$ cat config.mk
export PLATFORM = sky130hd
export DESIGN_NAME = adcs_seq
export DESIGN_NICKNAME = d
export VERILOG_FILES = /design/src/rtl/adcs_pkg.sv /design/src/rtl/adcs_core_if.sv /design/src/rtl/adcs_clkgen.sv /design/src/rtl/adcs_sar.sv /design/src/rtl/adcs_seq.sv
export VERILOG_INCLUDE_DIRS = /design/src /design/src/rtl
export SDC_FILE = /design/constraint.sdc
export NUM_CORES = 1
export LEC_CHECK = 0
export ABC_AREA = 1
export BUFFER_PORTS_ARGS = -buffer_cell sky130_fd_sc_hd__clkbuf_2
export CAP_MARGIN = 25
export CORE_UTILIZATION = 30
export CTS_CLUSTER_SIZE = 40
export DETAILED_ROUTE_END_ITERATION = 10
export HOLD_SLACK_MARGIN = 0.15
export PLACE_DENSITY = 0.51
export SETUP_SLACK_MARGIN = 0.5
export SLEW_MARGIN = 20
export SYNTH_ARGS = -nofsm -noshare
export SYNTH_HDL_FRONTEND = slang
export SYNTH_HIERARCHICAL = 1
export SYNTH_SLANG_ARGS = --single-unit
$ cat constraint.sdc
create_clock -name i_clock -period 8.6 [get_ports i_clock]
set_input_delay 0.86 -clock i_clock [delete_from_list [all_inputs] [get_ports i_clock]]
set_output_delay 0.86 -clock i_clock [all_outputs]
set_load 0.01 [all_outputs]
$ cat src/rtl/adcs_defines.svh
`ifndef ADCS_DEFINES_SVH
`define ADCS_DEFINES_SVH
// Register byte offsets
`define ADCS_OFS_CTRL    5'h00
`define ADCS_OFS_TRIG    5'h04
`define ADCS_OFS_CFG     5'h08
`define ADCS_OFS_RESH    5'h0C
`define ADCS_OFS_RESL    5'h10
`define ADCS_OFS_CMPH    5'h14
`define ADCS_OFS_CMPL    5'h18
// Control register fields
`define ADCS_CTRL_FLAG   7
`define ADCS_CTRL_IRQEN  6
`define ADCS_CTRL_CONT   5
`define ADCS_CH_OFF      5'h1F
// Trigger register fields
`define ADCS_TRIG_ACT    7
`define ADCS_TRIG_HWT    6
`define ADCS_TRIG_CMPEN  5
`define ADCS_TRIG_CMPGT  4
// Configuration register fields
`define ADCS_CFG_LONG    4
`define ADCS_CLK_ASYNC   2'h3
`define ADCS_MODE_8      2'h0
`define ADCS_MODE_12     2'h1
`define ADCS_MODE_10     2'h2
// Reset values
`define ADCS_CTRL_RST    8'h1F
`define ADCS_BYTE_RST    8'h00
// Timing
`define ADCS_CLK_PERIOD_NS   20
`define ADCS_ASYNC_START_NS  5000
`define ADCS_ASYNC_START_CYC (`ADCS_ASYNC_START_NS / `ADCS_CLK_PERIOD_NS)
`define ADCS_SHORT_SAMP_X10  35
`define ADCS_LONG_SAMP_X10   235
`define ADCS_SHORT_SAMP_CYC  ((`ADCS_SHORT_SAMP_X10 + 9) / 10)
`define ADCS_LONG_SAMP_CYC   ((`ADCS_LONG_SAMP_X10 + 9) / 10)
`define ADCS_FIRST_S8        20
`define ADCS_FIRST_S12       23
`define ADCS_FIRST_L8        40
`define ADCS_FIRST_L12       43
`define ADCS_NEXT_S8         17
`define ADCS_NEXT_S12        20
`define ADCS_NEXT_L8         37
`define ADCS_NEXT_L12        40
`define ADCS_BUS_OVERHEAD    5
`endif

$ cat src/rtl/adcs_pkg.sv
package adcs_pkg;
	typedef enum logic [4:0] {
		ST_IDLE    = 5'h01,
		ST_WARM    = 5'h02,
		ST_SAMPLE  = 5'h04,
		ST_CONVERT = 5'h08,
		ST_XFER    = 5'h10
	} adcs_state_t;
	typedef logic [11:0] adcs_code_t;
endpackage

$ cat src/rtl/adcs_core_if.sv
`timescale 1ns/100ps
interface adcs_core_if;
	logic               tick;
	logic               osc_ready;
	logic [1:0]         clk_sel;
	logic [1:0]         div_sel;
	logic               run;
	logic               sar_start;
	logic [3:0]         sar_nbits;
	logic               sar_done;
	adcs_pkg::adcs_code_t sar_code;
	logic               comp_above;
	modport clkgen (input clk_sel, div_sel, run, output tick, osc_ready);
	modport sar (input tick, sar_start, sar_nbits, comp_above, output sar_done, sar_code);
	modport seq (
		output clk_sel, div_sel, run, sar_start, sar_nbits, comp_above,
		input  tick, osc_ready, sar_done, sar_code
	);
endinterface

$ cat src/rtl/adcs_clkgen.sv
`timescale 1ns/100ps
`include "adcs_defines.svh"
module adcs_clkgen (
	input  wire logic i_clock,    // Bus clock
	input  wire logic i_rst,      // Sync reset
	input  wire logic i_alt_tick, // Alternate clock enable
	adcs_core_if.clkgen cif       // Tick side
);
	logic       half_r;
	logic       osc_r;
	logic [8:0] warm_r;
	logic [2:0] div_cnt_r;
	logic       src;
	logic       async_sel;

	assign async_sel = cif.clk_sel == `ADCS_CLK_ASYNC;
	assign cif.osc_ready = warm_r == 9'(`ADCS_ASYNC_START_CYC);

	always_comb begin
		case (cif.clk_sel)
			2'h0: src = 1'b1;
			2'h1: src = half_r;
			2'h2: src = i_alt_tick;
			default: src = osc_r & cif.osc_ready;
		endcase
	end

	// Oscillator start-up delay, then free running at half rate
	always_ff @(posedge i_clock) begin
		if (i_rst || !cif.run || !async_sel) begin
			warm_r <= 9'h000;
			osc_r  <= 1'b0;
		end else begin
			if (!cif.osc_ready)
				warm_r <= warm_r + 9'h001;
			osc_r <= ~osc_r;
		end
	end

	always_ff @(posedge i_clock) begin
		if (i_rst || !cif.run) begin
			half_r    <= 1'b0;
			div_cnt_r <= 3'h0;
			cif.tick  <= 1'b0;
		end else begin
			half_r   <= ~half_r;
			cif.tick <= src && div_cnt_r == 3'((4'h1 << cif.div_sel) - 4'h1);
			if (src)
				div_cnt_r <= (div_cnt_r == 3'((4'h1 << cif.div_sel) - 4'h1)) ?
					3'h0 : div_cnt_r + 3'h1;
		end
	end
endmodule

$ cat src/rtl/adcs_sar.sv
`timescale 1ns/100ps
module adcs_sar (
	input  wire logic i_clock, // Bus clock
	input  wire logic i_rst,   // Sync reset
	adcs_core_if.sar  cif      // Step side
);
	logic [11:0] bit_r;
	logic [3:0]  left_r;

	// One approximation step per conversion-clock tick
	always_ff @(posedge i_clock) begin
		if (i_rst) begin
			cif.sar_code <= 12'h000;
			bit_r        <= 12'h000;
			left_r       <= 4'h0;
			cif.sar_done <= 1'b0;
		end else begin
			cif.sar_done <= 1'b0;
			if (cif.sar_start) begin
				cif.sar_code <= 12'h800;
				bit_r        <= 12'h800;
				left_r       <= cif.sar_nbits;
			end else if (cif.tick && left_r != 4'h0) begin
				cif.sar_code <= (cif.comp_above ? cif.sar_code : cif.sar_code & ~bit_r)
					| (bit_r >> 1);
				bit_r        <= bit_r >> 1;
				left_r       <= left_r - 4'h1;
				cif.sar_done <= left_r == 4'h1;
			end
		end
	end
endmodule

$ cat src/rtl/adcs_seq.sv
`timescale 1ns/100ps
`include "adcs_defines.svh"
module adcs_seq (
	input  wire logic        i_clock,           // Bus clock, 50 MHz
	input  wire logic        i_rst,             // Sync reset, active high
	input  wire logic [4:0]  i_avs_address,     // Byte address
	input  wire logic        i_avs_read,        // Read request
	input  wire logic        i_avs_write,       // Write request
	input  wire logic [31:0] i_avs_writedata,   // Write data
	input  wire logic [3:0]  i_avs_byteenable,  // Byte lanes
	output logic [31:0]      o_avs_readdata,    // Read data
	output logic             o_avs_waitrequest, // Stall
	input  wire logic        i_hardware_trigger_input, // Start trigger
	input  wire logic        i_alt_tick,        // Alternate clock enable
	input  wire logic        i_wait_mode,       // Processor in wait
	input  wire logic        i_stop3_mode,      // Processor in stop3
	input  wire logic        i_stop12_mode,     // Processor in stop1/stop2
	input  wire logic        i_comp_above,      // Input above trial code
	output logic             o_sample_en,       // Sampling switch closed
	output logic [4:0]       o_channel,         // Selected channel
	output logic [11:0]      o_trial_code,      // Approximation code
	output logic             o_irq,             // Conversion interrupt
	output logic             o_wake             // Low-power wake request
);
	adcs_core_if cif ();

	adcs_pkg::adcs_state_t state_r;
	logic [7:0]  ctrl_r;
	logic [7:0]  trig_r;
	logic [7:0]  cfg_r;
	logic [7:0]  cmph_r;
	logic [7:0]  cmpl_r;
	logic [11:0] res_r;
	logic        flag_r;
	logic        half_read_r;
	logic        ack_r;
	logic        hw_prev_r;
	logic        sar_start_r;
	logic [4:0]  samp_cnt_r;
	logic        first_r;
	logic [31:0] rdata_r;
	logic        rst_all;
	logic        acc_wr;
	logic        acc_rd;
	logic        lane0;
	logic        wr_ctrl;
	logic        cfg_wr;
	logic        abort;
	logic        sw_start;
	logic        hw_start;
	logic        hw_edge;
	logic        stop_kill;
	logic        cmp_en;
	logic        cmp_ok;
	logic        blocked;
	logic [4:0]  samp_last;
	logic [11:0] raw;
	logic [11:0] cmp_val;
	logic [11:0] diff;

	////////////////////////////////////////////////////////////////////////////
	// Helpers

	// Round raw approximation code to the selected resolution
	function automatic logic [11:0] adcs_round(input logic [1:0] mode, input logic [11:0] c);
		logic [11:0] r;
		r = 12'h000;
		case (mode)
			`ADCS_MODE_8:
				r = (c[11:4] == 8'hFF) ? 12'h0FF : {4'h0, c[11:4] + {7'h00, c[3]}};
			`ADCS_MODE_10:
				r = (c[11:2] == 10'h3FF) ? 12'h3FF : {2'h0, c[11:2] + {9'h000, c[1]}};
			default:
				r = c;
		endcase
		return r;
	endfunction

	function automatic logic [11:0] adcs_mask(input logic [1:0] mode, input logic [11:0] v);
		logic [11:0] r;
		r = v;
		case (mode)
			`ADCS_MODE_8:  r = {4'h0, v[7:0]};
			`ADCS_MODE_10: r = {2'h0, v[9:0]};
			default:       r = v;
		endcase
		return r;
	endfunction

	////////////////////////////////////////////////////////////////////////////
	// Bus slave: one wait state on every access

	assign rst_all           = i_rst | i_stop12_mode;
	assign o_avs_waitrequest = (i_avs_read | i_avs_write) & ~ack_r;
	assign acc_wr            = i_avs_write & ack_r;
	assign acc_rd            = i_avs_read & ack_r;
	assign lane0             = i_avs_byteenable[0];
	assign o_avs_readdata    = rdata_r;

	always_ff @(posedge i_clock) begin
		if (rst_all)
			ack_r <= 1'b0;
		else
			ack_r <= (i_avs_read | i_avs_write) & ~ack_r;
	end

	always_ff @(posedge i_clock) begin
		if (rst_all) begin
			rdata_r <= 32'h00000000;
		end else if (i_avs_read && !ack_r) begin
			case (i_avs_address)
				`ADCS_OFS_CTRL: rdata_r <= {24'h000000, flag_r, ctrl_r[6:0]};
				`ADCS_OFS_TRIG: rdata_r <= {24'h000000, state_r != adcs_pkg::ST_IDLE,
					trig_r[6:4], 4'h0};
				`ADCS_OFS_CFG:  rdata_r <= {24'h000000, cfg_r};
				`ADCS_OFS_RESH: rdata_r <= {28'h0000000, res_r[11:8]};
				`ADCS_OFS_RESL: rdata_r <= {24'h000000, res_r[7:0]};
				`ADCS_OFS_CMPH: rdata_r <= {24'h000000, cmph_r};
				`ADCS_OFS_CMPL: rdata_r <= {24'h000000, cmpl_r};
				default:        rdata_r <= 32'h00000000;
			endcase
		end
	end

	always_ff @(posedge i_clock) begin
		if (rst_all) begin
			ctrl_r <= `ADCS_CTRL_RST;
			trig_r <= `ADCS_BYTE_RST;
			cfg_r  <= `ADCS_BYTE_RST;
			cmph_r <= `ADCS_BYTE_RST;
			cmpl_r <= `ADCS_BYTE_RST;
		end else if (acc_wr && lane0) begin
			case (i_avs_address)
				`ADCS_OFS_CTRL: ctrl_r <= {1'b0, i_avs_writedata[6:0]};
				`ADCS_OFS_TRIG: trig_r <= {1'b0, i_avs_writedata[6:4], 4'h0};
				`ADCS_OFS_CFG:  cfg_r  <= i_avs_writedata[7:0];
				`ADCS_OFS_CMPH: cmph_r <= {4'h0, i_avs_writedata[3:0]};
				`ADCS_OFS_CMPL: cmpl_r <= i_avs_writedata[7:0];
				default: ;
			endcase
		end
	end

	////////////////////////////////////////////////////////////////////////////
	// Start and abort decisions

	assign wr_ctrl  = acc_wr && lane0 && i_avs_address == `ADCS_OFS_CTRL;
	assign cfg_wr   = acc_wr && lane0 && (i_avs_address == `ADCS_OFS_TRIG
		|| i_avs_address == `ADCS_OFS_CFG || i_avs_address == `ADCS_OFS_CMPH
		|| i_avs_address == `ADCS_OFS_CMPL);
	assign stop_kill = i_stop3_mode && cfg_r[1:0] != `ADCS_CLK_ASYNC;
	assign abort    = wr_ctrl | cfg_wr | stop_kill | i_stop12_mode;
	assign sw_start = wr_ctrl && i_avs_writedata[4:0] != `ADCS_CH_OFF
		&& !trig_r[`ADCS_TRIG_HWT] && !stop_kill;
	assign hw_edge  = i_hardware_trigger_input & ~hw_prev_r;
	// Wait mode and async stop3 leave triggering untouched
	assign hw_start = trig_r[`ADCS_TRIG_HWT] && hw_edge && state_r == adcs_pkg::ST_IDLE
		&& ctrl_r[4:0] != `ADCS_CH_OFF && !abort;

	always_ff @(posedge i_clock) begin
		if (rst_all)
			hw_prev_r <= 1'b0;
		else
			hw_prev_r <= i_hardware_trigger_input;
	end

	////////////////////////////////////////////////////////////////////////////
	// Compare and transfer arithmetic

	assign raw     = adcs_round(cfg_r[3:2], cif.sar_code);
	assign cmp_val = adcs_mask(cfg_r[3:2], {cmph_r[3:0], cmpl_r});
	assign diff    = raw + (~cmp_val + 12'h001);
	assign cmp_en  = trig_r[`ADCS_TRIG_CMPEN];
	assign cmp_ok  = trig_r[`ADCS_TRIG_CMPGT] ? (raw >= cmp_val) : (raw < cmp_val);
	assign blocked = half_read_r && cfg_r[3:2] != `ADCS_MODE_8;
	assign samp_last = cfg_r[`ADCS_CFG_LONG] ? 5'(`ADCS_LONG_SAMP_CYC - 1)
		: 5'(`ADCS_SHORT_SAMP_CYC - 1);

	////////////////////////////////////////////////////////////////////////////
	// Sequencer

	always_ff @(posedge i_clock) begin
		if (rst_all) begin
			state_r     <= adcs_pkg::ST_IDLE;
			samp_cnt_r  <= 5'h00;
			sar_start_r <= 1'b0;
			first_r     <= 1'b1;
		end else begin
			sar_start_r <= 1'b0;
			if (abort) begin
				state_r <= sw_start ? adcs_pkg::ST_WARM : adcs_pkg::ST_IDLE;
				first_r <= 1'b1;
			end else begin
				case (state_r)
					adcs_pkg::ST_IDLE: begin
						if (hw_start) begin
							state_r <= adcs_pkg::ST_WARM;
							first_r <= 1'b1;
						end
					end
					adcs_pkg::ST_WARM: begin
						samp_cnt_r <= 5'h00;
						if (cfg_r[1:0] != `ADCS_CLK_ASYNC || cif.osc_ready)
							state_r <= adcs_pkg::ST_SAMPLE;
					end
					adcs_pkg::ST_SAMPLE: begin
						// Sample window counted in conversion ticks only
						if (cif.tick) begin
							samp_cnt_r <= samp_cnt_r + 5'h01;
							if (samp_cnt_r == samp_last) begin
								state_r     <= adcs_pkg::ST_CONVERT;
								sar_start_r <= 1'b1;
							end
						end
					end
					adcs_pkg::ST_CONVERT: begin
						if (cif.sar_done)
							state_r <= adcs_pkg::ST_XFER;
					end
					adcs_pkg::ST_XFER: begin
						samp_cnt_r <= 5'h00;
						first_r    <= 1'b0;
						if (cmp_en && !cmp_ok)
							state_r <= ctrl_r[`ADCS_CTRL_CONT] ? adcs_pkg::ST_SAMPLE
								: adcs_pkg::ST_IDLE;
						else if (blocked || ctrl_r[`ADCS_CTRL_CONT])
							state_r <= adcs_pkg::ST_SAMPLE;
						else
							state_r <= adcs_pkg::ST_IDLE;
					end
					default: state_r <= adcs_pkg::ST_IDLE;
				endcase
			end
		end
	end

	////////////////////////////////////////////////////////////////////////////
	// Result, flag and half-read tracking

	always_ff @(posedge i_clock) begin
		if (rst_all) begin
			res_r <= 12'h000;
		end else if (state_r == adcs_pkg::ST_XFER && !abort && !blocked
				&& (!cmp_en || cmp_ok)) begin
			res_r <= cmp_en ? adcs_mask(cfg_r[3:2], diff) : raw;
		end
	end

	// Setting wins over a clear in the same cycle
	always_ff @(posedge i_clock) begin
		if (rst_all)
			flag_r <= 1'b0;
		else if (state_r == adcs_pkg::ST_XFER && !abort && !blocked
				&& (!cmp_en || cmp_ok))
			flag_r <= 1'b1;
		else if (wr_ctrl || (acc_rd && i_avs_address == `ADCS_OFS_RESL))
			flag_r <= 1'b0;
	end

	always_ff @(posedge i_clock) begin
		if (rst_all)
			half_read_r <= 1'b0;
		else if (acc_rd && i_avs_address == `ADCS_OFS_RESH)
			half_read_r <= 1'b1;
		else if (acc_rd && i_avs_address == `ADCS_OFS_RESL)
			half_read_r <= 1'b0;
	end

	assign o_irq  = flag_r & ctrl_r[`ADCS_CTRL_IRQEN];
	assign o_wake = o_irq & (i_wait_mode | i_stop3_mode);

	////////////////////////////////////////////////////////////////////////////
	// Clock generator, approximation engine and analog side

	assign cif.clk_sel    = cfg_r[1:0];
	assign cif.div_sel    = cfg_r[6:5];
	assign cif.run        = state_r != adcs_pkg::ST_IDLE;
	assign cif.sar_start  = sar_start_r;
	assign cif.sar_nbits  = (cfg_r[3:2] == `ADCS_MODE_8) ? 4'h9 : 4'hC;
	assign cif.comp_above = i_comp_above;
	assign o_sample_en    = state_r == adcs_pkg::ST_SAMPLE;
	assign o_channel      = ctrl_r[4:0];
	assign o_trial_code   = cif.sar_code;

	adcs_clkgen u_clkgen (
		.i_clock    (i_clock),
		.i_rst      (rst_all),
		.i_alt_tick (i_alt_tick),
		.cif        (cif)
	);

	adcs_sar u_sar (
		.i_clock (i_clock),
		.i_rst   (rst_all),
		.cif     (cif)
	);

	////////////////////////////////////////////////////////////////////////////
	// Checks

	logic [6:0] conv_ticks_r;
	logic [6:0] tick_limit;

	always_comb begin
		case ({first_r, cfg_r[`ADCS_CFG_LONG], cfg_r[3:2] == `ADCS_MODE_8})
			3'h7: tick_limit = 7'(`ADCS_FIRST_L8);
			3'h6: tick_limit = 7'(`ADCS_FIRST_L12);
			3'h5: tick_limit = 7'(`ADCS_FIRST_S8);
			3'h4: tick_limit = 7'(`ADCS_FIRST_S12);
			3'h3: tick_limit = 7'(`ADCS_NEXT_L8);
			3'h2: tick_limit = 7'(`ADCS_NEXT_L12);
			3'h1: tick_limit = 7'(`ADCS_NEXT_S8);
			default: tick_limit = 7'(`ADCS_NEXT_S12);
		endcase
	end

	always_ff @(posedge i_clock) begin
		if (rst_all || state_r == adcs_pkg::ST_XFER || state_r == adcs_pkg::ST_IDLE)
			conv_ticks_r <= 7'h00;
		else if (cif.tick && conv_ticks_r != 7'h7F)
			conv_ticks_r <= conv_ticks_r + 7'h01;
	end
endmodule

==> impl_results.md <==
- Outcome: complete, no violations
- Setup Skew: 23.6 ps
- CP Data Required Time: around 8800 ps
- WL/cell: 13.7 um
- WHS Path Cells: 1
- Drt initial violations: 387
- Critical Path AT: 4080 ps
- CTS Buffer Depth: 2
- Flip-flop and latch count after synthesis: ~110
- Synth Cell Area: 6630 um^2
- Yosys warns: 6
- Yosys cell types: 54
- Multiplexer share of the synthesized area: 0%
- Synth Area in Simple Gates: 29.6%
- Fin crit share: between 40 and 50%
- Max-slew violation count: 0
- Initial Util: 30.5%
- Cells after synthesis: 978
- GRT overflow: 0
- Crit path kind: flip-flop to flip-flop
- Total Wirelength: 17.9 mm
- Area leader, netlist: dfxtp_1
- Post-Synth XOR/XNOR Area: 2.64%
- Compound-Gate Fraction of Synth Area: 17.2%
- Mean post-synth cell area: approximately 6.8 um^2
- DR vias/cell: 4.66
- Slowest stage delay, CP: 470 ps
- Worst min-delay path startpoint: u_clkgen/osc_r$_SDFF_PP0_
- Total clock buffers created by CTS: 9
- Rows: 54
- Die area: around 23000 um^2
- CTS sink cnt: 109
- Number of global-route vias before repair: between 5000 and 6000
- Most used cell, CP: nand2_1
- Share of cells above drive strength 1: 13.3%
- Synth top area share: 32.9%
- Synth top area cells: dfxtp_1 (33%), nand2_1 (12%), inv_1 (6.6%)
- Worst skew pair latency: 370 ps
- Reg2Reg Capture Point: res_r[11]$_SDFFE_PP0P_
- Post-CTS sizing: 0
- Crit-path cells: ha_1 > ha_1 > inv_1 > nor2_1 > nand3_1 > xor2_1 > nand2_1 > and3_1 > ha_1 > nand2_1 > inv_1 > nand2_1 > nand2_1 > nand2_1 > nand3_1 > nor2_1 > nor2_1 > nand2_1 > nand2_2 > inv_2 > o21ai_0 > nor2_1 > nor2_1
- Fin crit period: about 3800 ps
- Crit start category: flip-flop
- Unrepaired setup endpoints after global routing: no
- Clock transition at the registers of the reported paths: about 80 ps
- Top_reg_cell synth: dfxtp_1
- Die X: roughly 150 um
- DP HPWL: 13.5 mm
- Pin count of the biggest net entering global routing: 47
- Final hold slack: between 400 and 500 ps
- Delay-heaviest family, CP: simple AND/OR/NAND/NOR gates
- Final Hold Vio Count: 0
- Layout Nets: ~1100
- Io pins: 104
- Reg2reg setup slack: 4760 ps
- Pleak: 3.04 nW
- Die Y: about 150 um
- Initial antenna violation count: 0
- P&R area growth vs syn: 9.95%
- Core area: 21800 um^2
- Cts-stage hold buffer count: 0
- Worst Tran Pin Value: around 970 ps
- Crit path buf inv count: 3
- Root buffer cell: clkbuf_16
- # setup viols final: 0
- Ant diodes: 0
- Final GP Congestion: between 0.8 and 0.9
- First-pass detailed-route iteration total: 6
- CTS tree: yes
- Most numerous cell in the Yosys netlist: nand2_1
- Fmax achieved: 260 MHz
- Total Neg Setup Slack: 0 ps
- Total power: 0.000994 W
- Main combinational cell family by area after synthesis: simple AND/OR/NAND/NOR gates
- Crit-path max FO: 15
- Reg-to-reg critical path startpoint: u_sar/cif.sar_code[2]$_SDFFE_PP0P_
- Total track usage: 16.3%
- Synth top cells by count: nand2_1 (220), inv_1 (116), dfxtp_1 (109)
- First-pass GRT wire length: 28.7 mm
- Finished Cell Area: 7290 um^2
- R2r worst-path depth: 23
- IR drop worst, VDD: 0.0885 mV
- Sequential-to-total area share from yosys stat: 32.9%
- Slowest stage cell, crit path: dfxtp_1
- Async S/R FF share, synth: 0%
- Headroom to the max-slew limit: 35.1%
- DR vias: just over 6000
- Post-DRT Antenna Nets: 0
- Class of the worst hold path: flip-flop to flip-flop
- CP endpoint kind: flip-flop
- Post-CTS Setup Bufs: 0
- # DRC: 0
- Hold Path Sink: u_clkgen/osc_r$_SDFF_PP0_
- Placed Area: 6980 um^2
- Post-synth EDFFs: 0
- P per Cell Area: ~140 nW/um^2
- Adder-cell share of the synthesized area: 4.45%
- Max-cap violations: 0
- # port buffers: 52
- Htree depth: 3
layer usage:
metal / wire length, um / GRT usage (%)
met1: 8680 / 22.0
met3: 482 / 1.55
met2: 8300 / 26.6
met4: 410 / 6.50
met5: 0 / 0
logic make-up after synthesis:
family | Yosys count
DFF | 109
other | 2
xor gates and xnor gates | 20
adders and majority gates | 23
buffers and inverters | 183
and+or+nand+nor | 435
AOI/OAI and AO/OA | 206
flip-flops by register name, indices dropped and copies added (netlist names):
register            cells
res_r                  12
u_sar/bit_r            12
u_sar/cif.sar_code     12
u_clkgen/warm_r         9
cfg_r                   8
cmpl_r                  8
o_avs_readdata          8
ctrl_r                  7
samp_cnt_r              5
state_r                 5
cmph_r                  4
u_sar/left_r            4
trig_r                  3
u_clkgen/div_cnt_r      3
ack_r                   1
cif.sar_start           1
flag_r                  1
half_read_r             1
hw_prev_r               1
u_clkgen/cif.tick       1
u_clkgen/half_r         1
u_clkgen/osc_r          1
u_sar/cif.sar_done      1
cell usage in the layout, fill, tap and decap left out, types with 11 or more instances in the layout:
master    Yosys  routed
a21oi_1      81      81
clkbuf_2      1      52
conb_1        2      26
dfxtp_1     109     109
ha_1         22      22
inv_1       116     116
inv_2        15      15
nand2_1     220     220
nand2_2      13      13
nand3_1      42      42
nand4_1      11      11
nor2_1       93      93
nor2_2       11      11
nor3_1       14      14
o21ai_0      62      62
o21ai_1      20      20
xor2_1       12      12
final cells by class:
class	instances	area [um^2]
fill	2378	14500
multi-input combinational	710	3670
sequential	109	2180
inverter	134	505
tap	280	350
timing repair buffer	53	268
clock buffer	10	229
clock inverter	6	80.1
where the power goes:
group / switching, W / internal, W
Clock: 0.000210 / 0.000233
Combinational: 0.0000337 / 0.0000109
Sequential: 0.000000979 / 0.000505
metrics by stage:
step	utilization [%]	cells	worst slack, ps
6_report	33.5	1302	4760
3_3_place_gp	32.1	1286	4780
2_1_floorplan	-	1002	5540
5_1_grt	33.5	1302	4380
4_1_cts	33.5	1302	4780
3_5_place_dp	32.1	1286	4810
worst max-delay path by stage:
stage / startpoint / to / slack [ps] / depth (start not counted)
detailed placement: u_sar/cif.sar_code[2]$_SDFFE_PP0P_ / res_r[11]$_SDFFE_PP0P_ / 4810 / 23
CTS: u_sar/cif.sar_code[1]$_SDFFE_PP0P_ / res_r[11]$_SDFFE_PP0P_ / 4780 / 23
floorplan: u_sar/cif.sar_code[2]$_SDFFE_PP0P_ / res_r[2]$_SDFFE_PP0P_ / 5540 / 21
finish: u_sar/cif.sar_code[2]$_SDFFE_PP0P_ / res_r[11]$_SDFFE_PP0P_ / 4760 / 23
global placement: u_sar/cif.sar_code[1]$_SDFFE_PP0P_ / res_r[11]$_SDFFE_PP0P_ / 4780 / 23
global route: u_sar/cif.sar_code[2]$_SDFFE_PP0P_ / res_r[9]$_SDFFE_PP0P_ / 4380 / 23
(Power assumes the default switching activity.)
